`src/verilog/trim_pkg.sv`:
```
/*
 * Constants, state encoding and state record for the converter
 * core offset and fine gain trim bank.
 * Assumes a byte-addressed register port with 16-bit write data.
 */
package trim_pkg;

    // =========================================================
    // Register port geometry
    // =========================================================
    localparam int ADDR_W = 12;
    localparam int DATA_W = 16;

    // =========================================================
    // Register offsets
    // =========================================================
    localparam logic [ADDR_W-1:0] CORE4_OFFSET_TRIM_ADDR           = 12'h033C;
    localparam logic [ADDR_W-1:0] CORE5_OFFSET_TRIM_ADDR           = 12'h033E;
    localparam logic [ADDR_W-1:0] CORE0_FINE_GAIN_ADDR             = 12'h0360;
    localparam logic [ADDR_W-1:0] CORE1_FINE_GAIN_ADDR             = 12'h0361;
    localparam logic [ADDR_W-1:0] CORE2_FIRST_INPUT_FINE_GAIN_ADDR = 12'h0362;
    localparam logic [ADDR_W-1:0] CORE2_SECOND_INPUT_FINE_GAIN_ADDR = 12'h0363;
    localparam logic [ADDR_W-1:0] CORE3_THIRD_INPUT_FINE_GAIN_ADDR = 12'h0364;
    localparam logic [ADDR_W-1:0] CORE3_FOURTH_INPUT_FINE_GAIN_ADDR = 12'h0365;
    localparam logic [ADDR_W-1:0] CORE4_FINE_GAIN_ADDR             = 12'h0366;
    localparam logic [ADDR_W-1:0] CORE5_FINE_GAIN_ADDR             = 12'h0367;

    // =========================================================
    // Field layout
    // =========================================================
    localparam int OFFSET_REG_W  = 16;
    localparam int OFFSET_W      = 12;
    localparam int OFFSET_LSB    = 0;
    localparam int GAIN_REG_W    = 8;
    localparam int GAIN_W        = 5;
    localparam int GAIN_LSB      = 0;
    localparam int NUM_OFFSET    = 2;
    localparam int NUM_GAIN_REG  = 8;

    // Gain register indices, counted from the core 0 register
    localparam int GAIN_IDX_CORE0        = 0;
    localparam int GAIN_IDX_CORE1        = 1;
    localparam int GAIN_IDX_CORE2_FIRST  = 2;
    localparam int GAIN_IDX_CORE2_SECOND = 3;
    localparam int GAIN_IDX_CORE3_THIRD  = 4;
    localparam int GAIN_IDX_CORE3_FOURTH = 5;
    localparam int GAIN_IDX_CORE4        = 6;
    localparam int GAIN_IDX_CORE5        = 7;

    // =========================================================
    // Reset values
    // =========================================================
    localparam logic [OFFSET_REG_W-1:0] OFFSET_TRIM_RESET = 16'h0000;
    localparam logic [GAIN_REG_W-1:0]   GAIN_TRIM_RESET   = 8'h00;
    localparam logic [DATA_W-1:0]       READ_IDLE_VALUE   = 16'h0000;

    // =========================================================
    // Control state and state record
    // =========================================================
    typedef enum logic [1:0] {
        ST_WAIT_FUSE = 2'b01,
        ST_RUN       = 2'b10
    } state_t;

    typedef struct packed {
        state_t                                      state;
        logic [NUM_OFFSET-1:0][OFFSET_REG_W-1:0]     offset;
        logic [NUM_GAIN_REG-1:0][GAIN_REG_W-1:0]     gain;
        logic [GAIN_W-1:0]                           core2_gain;
        logic [GAIN_W-1:0]                           core3_gain;
        logic [DATA_W-1:0]                           rdata;
        logic                                        ready;
    } bank_t;

endpackage
```
`src/verilog/core_trim_bank.sv`:
```
/*
 * Trim register bank: offset trims for converter cores 4 and 5
 * and fine gain trims for cores 0 to 5, with per-input gain
 * selection on cores 2 and 3 and factory defaults from fuses.
 * Assumes fuse values, input selects and the register port all
 * come from logic on i_clock.
 */
`timescale 1ns/100ps

module core_trim_bank (
    input  wire logic                          i_clock,
    input  wire logic                          i_rst,
    // Register port
    input  wire logic [trim_pkg::ADDR_W-1:0]   i_addr,
    input  wire logic [trim_pkg::DATA_W-1:0]   i_wdata,
    input  wire logic                          i_write,
    input  wire logic                          i_read,
    output logic      [trim_pkg::DATA_W-1:0]   o_rdata,
    // Factory fuse storage
    input  wire logic                          i_fuse_valid,
    input  wire logic                          i_fuse_reload,
    input  wire logic [trim_pkg::OFFSET_W-1:0] i_fuse_core4_offset,
    input  wire logic [trim_pkg::OFFSET_W-1:0] i_fuse_core5_offset,
    input  wire logic [trim_pkg::GAIN_W-1:0]   i_fuse_core0_gain,
    input  wire logic [trim_pkg::GAIN_W-1:0]   i_fuse_core1_gain,
    input  wire logic [trim_pkg::GAIN_W-1:0]   i_fuse_core2_first_gain,
    input  wire logic [trim_pkg::GAIN_W-1:0]   i_fuse_core2_second_gain,
    input  wire logic [trim_pkg::GAIN_W-1:0]   i_fuse_core3_third_gain,
    input  wire logic [trim_pkg::GAIN_W-1:0]   i_fuse_core3_fourth_gain,
    input  wire logic [trim_pkg::GAIN_W-1:0]   i_fuse_core4_gain,
    input  wire logic [trim_pkg::GAIN_W-1:0]   i_fuse_core5_gain,
    // Active analog input of the interleaved cores
    input  wire logic                          i_core2_second_input,
    input  wire logic                          i_core3_fourth_input,
    // Datapath trims
    output logic                               o_trim_ready,
    output logic      [trim_pkg::OFFSET_W-1:0] o_core4_offset,
    output logic      [trim_pkg::OFFSET_W-1:0] o_core5_offset,
    output logic      [trim_pkg::GAIN_W-1:0]   o_core0_gain,
    output logic      [trim_pkg::GAIN_W-1:0]   o_core1_gain,
    output logic      [trim_pkg::GAIN_W-1:0]   o_core2_gain,
    output logic      [trim_pkg::GAIN_W-1:0]   o_core3_gain,
    output logic      [trim_pkg::GAIN_W-1:0]   o_core4_gain,
    output logic      [trim_pkg::GAIN_W-1:0]   o_core5_gain
);
    import trim_pkg::*;

    // =========================================================
    // State
    // =========================================================
    bank_t state_reg;
    bank_t state_next;

    logic [NUM_GAIN_REG-1:0][GAIN_W-1:0]   fuse_gain;
    logic [NUM_OFFSET-1:0][OFFSET_W-1:0]   fuse_offset;
    logic [NUM_OFFSET-1:0][ADDR_W-1:0]     offset_addr;

    assign fuse_offset = {i_fuse_core5_offset, i_fuse_core4_offset};
    assign offset_addr = {CORE5_OFFSET_TRIM_ADDR, CORE4_OFFSET_TRIM_ADDR};
    assign fuse_gain   = {i_fuse_core5_gain,
                          i_fuse_core4_gain,
                          i_fuse_core3_fourth_gain,
                          i_fuse_core3_third_gain,
                          i_fuse_core2_second_gain,
                          i_fuse_core2_first_gain,
                          i_fuse_core1_gain,
                          i_fuse_core0_gain};

    // =========================================================
    // Address helpers
    // =========================================================
    // Byte address of gain register idx
    function automatic logic [ADDR_W-1:0] gain_addr(input int idx);
        gain_addr = CORE0_FINE_GAIN_ADDR + ADDR_W'(idx);
    endfunction

    // Read-back value; unmapped addresses read zero
    function automatic logic [DATA_W-1:0] read_value(
        input bank_t                s,
        input logic [ADDR_W-1:0]    a
    );
        logic [DATA_W-1:0] v;
        v = READ_IDLE_VALUE;
        for (int i = 0; i < NUM_OFFSET; i++) begin
            if (a == offset_addr[i]) begin
                v = s.offset[i];
            end
        end
        for (int i = 0; i < NUM_GAIN_REG; i++) begin
            if (a == gain_addr(i)) begin
                v = {{(DATA_W-GAIN_REG_W){1'b0}}, s.gain[i]};
            end
        end
        return v;
    endfunction

    // =========================================================
    // Next state
    // =========================================================
    always_comb begin
        state_next       = state_reg;
        state_next.rdata = READ_IDLE_VALUE;

        case (state_reg.state)
            ST_WAIT_FUSE: begin
                // Hold reset values until fuse contents are valid
                if (i_fuse_valid) begin
                    for (int i = 0; i < NUM_OFFSET; i++) begin
                        state_next.offset[i] = {{(OFFSET_REG_W-OFFSET_W){1'b0}},
                                                fuse_offset[i]};
                    end
                    for (int i = 0; i < NUM_GAIN_REG; i++) begin
                        state_next.gain[i] = {{(GAIN_REG_W-GAIN_W){1'b0}},
                                              fuse_gain[i]};
                    end
                    state_next.ready = 1'b1;
                    state_next.state = ST_RUN;
                end
            end
            ST_RUN: begin
                if (i_fuse_reload && i_fuse_valid) begin
                    // Restore factory defaults; wins over a write
                    for (int i = 0; i < NUM_OFFSET; i++) begin
                        state_next.offset[i] = {{(OFFSET_REG_W-OFFSET_W){1'b0}},
                                                fuse_offset[i]};
                    end
                    for (int i = 0; i < NUM_GAIN_REG; i++) begin
                        state_next.gain[i] = {{(GAIN_REG_W-GAIN_W){1'b0}},
                                              fuse_gain[i]};
                    end
                end else if (i_write) begin
                    // Full width stored so reserved bits read back
                    for (int i = 0; i < NUM_OFFSET; i++) begin
                        if (i_addr == offset_addr[i]) begin
                            state_next.offset[i] = i_wdata;
                        end
                    end
                    for (int i = 0; i < NUM_GAIN_REG; i++) begin
                        if (i_addr == gain_addr(i)) begin
                            state_next.gain[i] = i_wdata[GAIN_REG_W-1:0];
                        end
                    end
                end
            end
            default: begin
                state_next.state = ST_WAIT_FUSE;
                state_next.ready = 1'b0;
            end
        endcase

        // Read data of the current contents, shown next cycle only
        if (i_read) begin
            state_next.rdata = read_value(state_reg, i_addr);
        end

        // Per-input gain of the interleaved cores
        state_next.core2_gain = i_core2_second_input
            ? state_next.gain[GAIN_IDX_CORE2_SECOND][GAIN_LSB +: GAIN_W]
            : state_next.gain[GAIN_IDX_CORE2_FIRST][GAIN_LSB +: GAIN_W];
        state_next.core3_gain = i_core3_fourth_input
            ? state_next.gain[GAIN_IDX_CORE3_FOURTH][GAIN_LSB +: GAIN_W]
            : state_next.gain[GAIN_IDX_CORE3_THIRD][GAIN_LSB +: GAIN_W];
    end

    // =========================================================
    // Registers
    // =========================================================
    always_ff @(posedge i_clock) begin
        if (i_rst) begin
            state_reg.state      <= ST_WAIT_FUSE;
            state_reg.offset     <= {NUM_OFFSET{OFFSET_TRIM_RESET}};
            state_reg.gain       <= {NUM_GAIN_REG{GAIN_TRIM_RESET}};
            state_reg.core2_gain <= GAIN_TRIM_RESET[GAIN_LSB +: GAIN_W];
            state_reg.core3_gain <= GAIN_TRIM_RESET[GAIN_LSB +: GAIN_W];
            state_reg.rdata      <= READ_IDLE_VALUE;
            state_reg.ready      <= 1'b0;
        end else begin
            state_reg <= state_next;
        end
    end

    // =========================================================
    // Outputs, straight from the state flops
    // =========================================================
    assign o_rdata        = state_reg.rdata;
    assign o_trim_ready   = state_reg.ready;
    // Unsigned offset fields, reserved bits not applied
    assign o_core4_offset = state_reg.offset[0][OFFSET_LSB +: OFFSET_W];
    assign o_core5_offset = state_reg.offset[1][OFFSET_LSB +: OFFSET_W];
    assign o_core0_gain   = state_reg.gain[GAIN_IDX_CORE0][GAIN_LSB +: GAIN_W];
    assign o_core1_gain   = state_reg.gain[GAIN_IDX_CORE1][GAIN_LSB +: GAIN_W];
    assign o_core2_gain   = state_reg.core2_gain;
    assign o_core3_gain   = state_reg.core3_gain;
    assign o_core4_gain   = state_reg.gain[GAIN_IDX_CORE4][GAIN_LSB +: GAIN_W];
    assign o_core5_gain   = state_reg.gain[GAIN_IDX_CORE5][GAIN_LSB +: GAIN_W];

endmodule

```
`config.mk`:
```
export PLATFORM = sky130hd
export DESIGN_NAME = core_trim_bank
export DESIGN_NICKNAME = d
export VERILOG_FILES = /design/src/verilog/trim_pkg.sv /design/src/verilog/core_trim_bank.sv
export SDC_FILE = /design/constraint.sdc
export NUM_CORES = 1
export LEC_CHECK = 0
export ABC_AREA = 1
export BUFFER_PORTS_ARGS = -buffer_cell sky130_fd_sc_hd__clkbuf_2
export CORE_ASPECT_RATIO = 1.5
export CORE_MARGIN = 2
export CORE_UTILIZATION = 43
export DETAILED_ROUTE_END_ITERATION = 16
export PLACE_DENSITY = 0.66
export SLEW_MARGIN = 15
export SYNTH_ARGS = -nofsm -noshare
export SYNTH_HDL_FRONTEND = slang
export SYNTH_SLANG_ARGS = --single-unit
```
`constraint.sdc`:
```
create_clock -name i_clock -period 3.6 [get_ports i_clock]
set_input_delay 0.72 -clock i_clock [delete_from_list [all_inputs] [get_ports i_clock]]
set_output_delay 0.72 -clock i_clock [all_outputs]
set_load 0.01 [all_outputs]
```
==> flow_results.org <==
** CTS
- Post-CTS clock slew at the launch and capture registers of the worst setup and hold paths :: ~0.070 ns
- Buffer depth of the longest clock path :: 2
- In this run the number of H-tree levels came out at 4.
- CTS placed an instance of clkbuf_16 at the clock tree root.
- TritonCTS built the clock tree.
- Counting the buffers created by CTS gives 17.
- Post-CTS setup repair buffer count :: 0
- Number of buffers inserted for hold repair after clock tree synthesis :: 0
- Clock latency on the worst-skew pair :: roughly 0.42 ns
- CTS resizes :: 0
- Clock tree synthesis found a total of 125 sinks.

** Die
- Starting density of the core :: 43.7%
- In this run the standard cell core region covers approximately 17000 µm².
- Die Span X :: 110 µm
- For this design the top-level I/O count stands at 171.
- Row generation in the floorplan step produced 58 rows.
- Area of the die :: between 15000 and 20000 µm²
- Die height :: 164 µm

** Detailed routing
- After detailed routing, the number of remaining DRC violations is 0.
- The first detailed-routing pass took 6 iterations.
- DRT Wirelength :: between 20 and 25 mm
- The first routing iteration left 734 violations.
- Total via count after detailed routing :: between 7000 and 8000
- Vias per Instance :: around 5.5
- Number of antenna-violating nets in the routed design :: 0
- Mean routed wirelength per cell :: ~18 µm

** Worst setup path
- Max stage delay cell, worst path :: a21oi_2
- Arrival time reported for the critical path endpoint :: around 2.9 ns
- At the worst endpoint, the required time is 3.90 ns.
- Nature of the critical path endpoint :: register
- Cell Chain, Critical Path :: inv_1, ha_1, nand2_4, o21ai_2, a21oi_2, inv_4, a21oi_2, inv_1, o21ai_0, a21oi_1
- STA classifies the critical path startpoint as a register.
- Of all nets on the critical path, the largest fanout is 16.
- Critical setup path kind :: reg2reg
- Delay of the slowest cell on the worst path :: 0.46 ns

** Global route
- GR Overflow Total :: 0
- Number of antenna violations at the first check in global routing :: 0
- met2 is the most crowded layer.
- Met1 track demand over resource :: ~33%
- Met3 GRT Util :: under 10%
- The number of global-route vias before repair is 6935.
- GR Util met2 :: a little under half
- For this run, the total global-route usage over all layers was measured as between 20% and 30%.
- The first global-routing pass estimated 36.9 mm of wire.
- Entering global routing, the biggest net connects slightly above 70 pins.

** STA
- Upper clock frequency limit :: between 300 and 400 MHz
- Final sum of negative setup slack :: 0 ns
- Clock skew on the completed layout was measured at approximately 0.014 ns.
- RSZ-0062 raised after global routing :: no
- Dividing the final minimum period by the clock period gives between 70% and 80%.
- Setup slack on the critical path of the routed design comes to between 1 and 1.5 ns.
- Slew at the pin closest to its max-slew limit :: 0.802 ns
- In this run the tightest slew margin relative to its limit is a little under half.
- Setup violations remaining at the end of the flow were counted as 0.
- Count of final hold-check violations :: 0
- Final count of pins violating max slew :: 0
- Clock period minus worst slack :: between 2 and 3 ns

** Min path
- Hold crit path type :: reg2reg

** Synthesis
- The synthesized netlist devotes 26.4% of its cell area to compound gates.
- Total nets after synthesis :: 1185
- Post-synthesis xor/xnor area fraction :: 0%
- Share of the synthesized area in the top cell type :: 34.3%
- Area of the mapped netlist :: 7300 µm²
- Total of warnings raised by yosys :: 0
- Combinational family with the most area after synthesis :: compound AO/OA/AOI/OAI gates
- Post-Syn Area per Cell :: between 6 and 7 µm²
- In this run, distinct cell masters in the synthesized netlist total 41.
- Count of state elements after synthesis :: around 130
- Counting every instance in the synthesized netlist gives 1083.
- Mux share of post-synthesis cell area :: 0%
- The synthesized netlist devotes approximately 23% of its cell area to simple gates.
- Yosys attributes the largest share of cell area to dfxtp_1, nand2_1, a21oi_1.
- The synthesized design spends more area on one cell type than any other, namely dfxtp_1.
- The synthesized netlist devotes less than 1% of its cell area to adder and majority cells.
- Proportion of synthesized chip area in sequential cells :: 34.3%

** Final layout
- Most frequent cells in the layout :: nand2_1, clkbuf_2, a21oi_1
- Area added between synthesis and finish :: 14.0%
- Inserted Diodes :: 0
- Leaving out fill and tap cells, the most frequent cell in the layout is nand2_1.
- Fraction of layout cells with a size suffix above 1 :: between 20% and 30%
- Largest register FFs :: between 50 and 60
- The net count of the finished layout is between 1000 and 1500.

** Placement
- Input and output buffers added on the ports amount to 170.
- DP HPWL :: approximately 18 mm
- Pre-CTS setup slack :: 0.837 ns
- Global placer's final weighted congestion :: 0.899

** Pwr
- The internal portion of the total power is 0.00286 W.
- Net switching share of the total power :: between 30% and 40%
- Combinational logic burns 22.9% of the power.
- Summed over all cells, the static leakage comes to roughly 3.9 nW.
- Relative contribution of the clock network to total power :: 39.1%
- Sequential cells burn between 30% and 40% of the power.
- Switching power total :: 0.00153 W
- Across the VDD grid, the largest voltage drop is ~240 µV.
- Total power density per cell area :: 528 nW/µm²

** Status
- Run status :: finished clean

** Job
- Maximum Capacitance Violations :: 0
-- per-stage QoR --
step           cells  cell area [µm²]  utilization [%]  hold slack (ns)  power, W
6_report        1390             8320             49.8            0.450   0.00439
5_1_grt         1390             8320             49.8            0.475   0.00458
4_1_cts         1390             8320             49.8            0.452   0.00437
3_5_place_dp    1358             7740             46.4            0.442   0.00268
3_3_place_gp    1358             7740             46.4            0.435   0.00267
2_1_floorplan   1083             7300                -            0.425   0.00243
-- critical path: cells and delay by family (launching register included) --
kind | cells | cell delay, ns
flops | 1 | 0.37
simple gates | 1 | 0.29
buf+inv | 3 | 0.34
compound gates | 5 | 1.07
fa+ha+maj | 1 | 0.37
-- area by class of cell --
class,count,area [µm²]
clock inverter,15,151
sequential,125,2500
tap,210,263
inverter,109,415
timing repair buffer,182,941
multi-input combinational,732,3620
clock buffer,17,425
fill,1722,8380
-- kinds of logic after synthesis --
| kind of cell | after synthesis |
|---|---|
| flops | 125 |
| compound gates | 330 |
| fa+ha+maj | 2 |
| simple gates | 400 |
| buf+inv | 226 |
-- final timing paths --
check                         startpoint                          end  slack [ns]  cells after the start
max          state_reg[124]$_SDFFE_PP0P_   state_reg[40]$_SDFFE_PP0P_        1.04                     10
max reg2reg  state_reg[124]$_SDFFE_PP0P_   state_reg[40]$_SDFFE_PP0P_        1.04                     10
min          state_reg[104]$_SDFFE_PP0P_  state_reg[104]$_SDFFE_PP0P_        0.45                      2
min reg2reg  state_reg[104]$_SDFFE_PP0P_  state_reg[104]$_SDFFE_PP0P_        0.45                      2
-- cell usage after synthesis, drive strengths merged --
cell type	n
nor2	116
o22ai	1
o21ai	111
nand4	3
inv	106
nand3b	1
o211a	4
clkinv	3
o211ai	59
nand2	234
a221oi	1
ha	2
a22oi	1
or2	1
a21oi	137
clkbuf	19
nand3	27
a32oi	1
a211oi	5
nor3	18
buf	98
a31oi	9
dfxtp	125
o21a	1
-- per-layer routing --
metal,vias up,wire length (µm)
li1,3711,-
met4,0,967
met2,399,11800
met3,66,2060
met5,-,0
met1,3500,9590
-- power by group through the flow --
stage	combinational, W	clock, W	sequential, W
detailed placement	0.000986	0	0.00169
CTS	0.000994	0.00172	0.00166
global route	0.00112	0.00178	0.00168
global placement	0.000977	0	0.00169
finish	0.00100	0.00172	0.00167
floorplan	0.000782	0	0.00165
(Power assumes the default switching activity.)
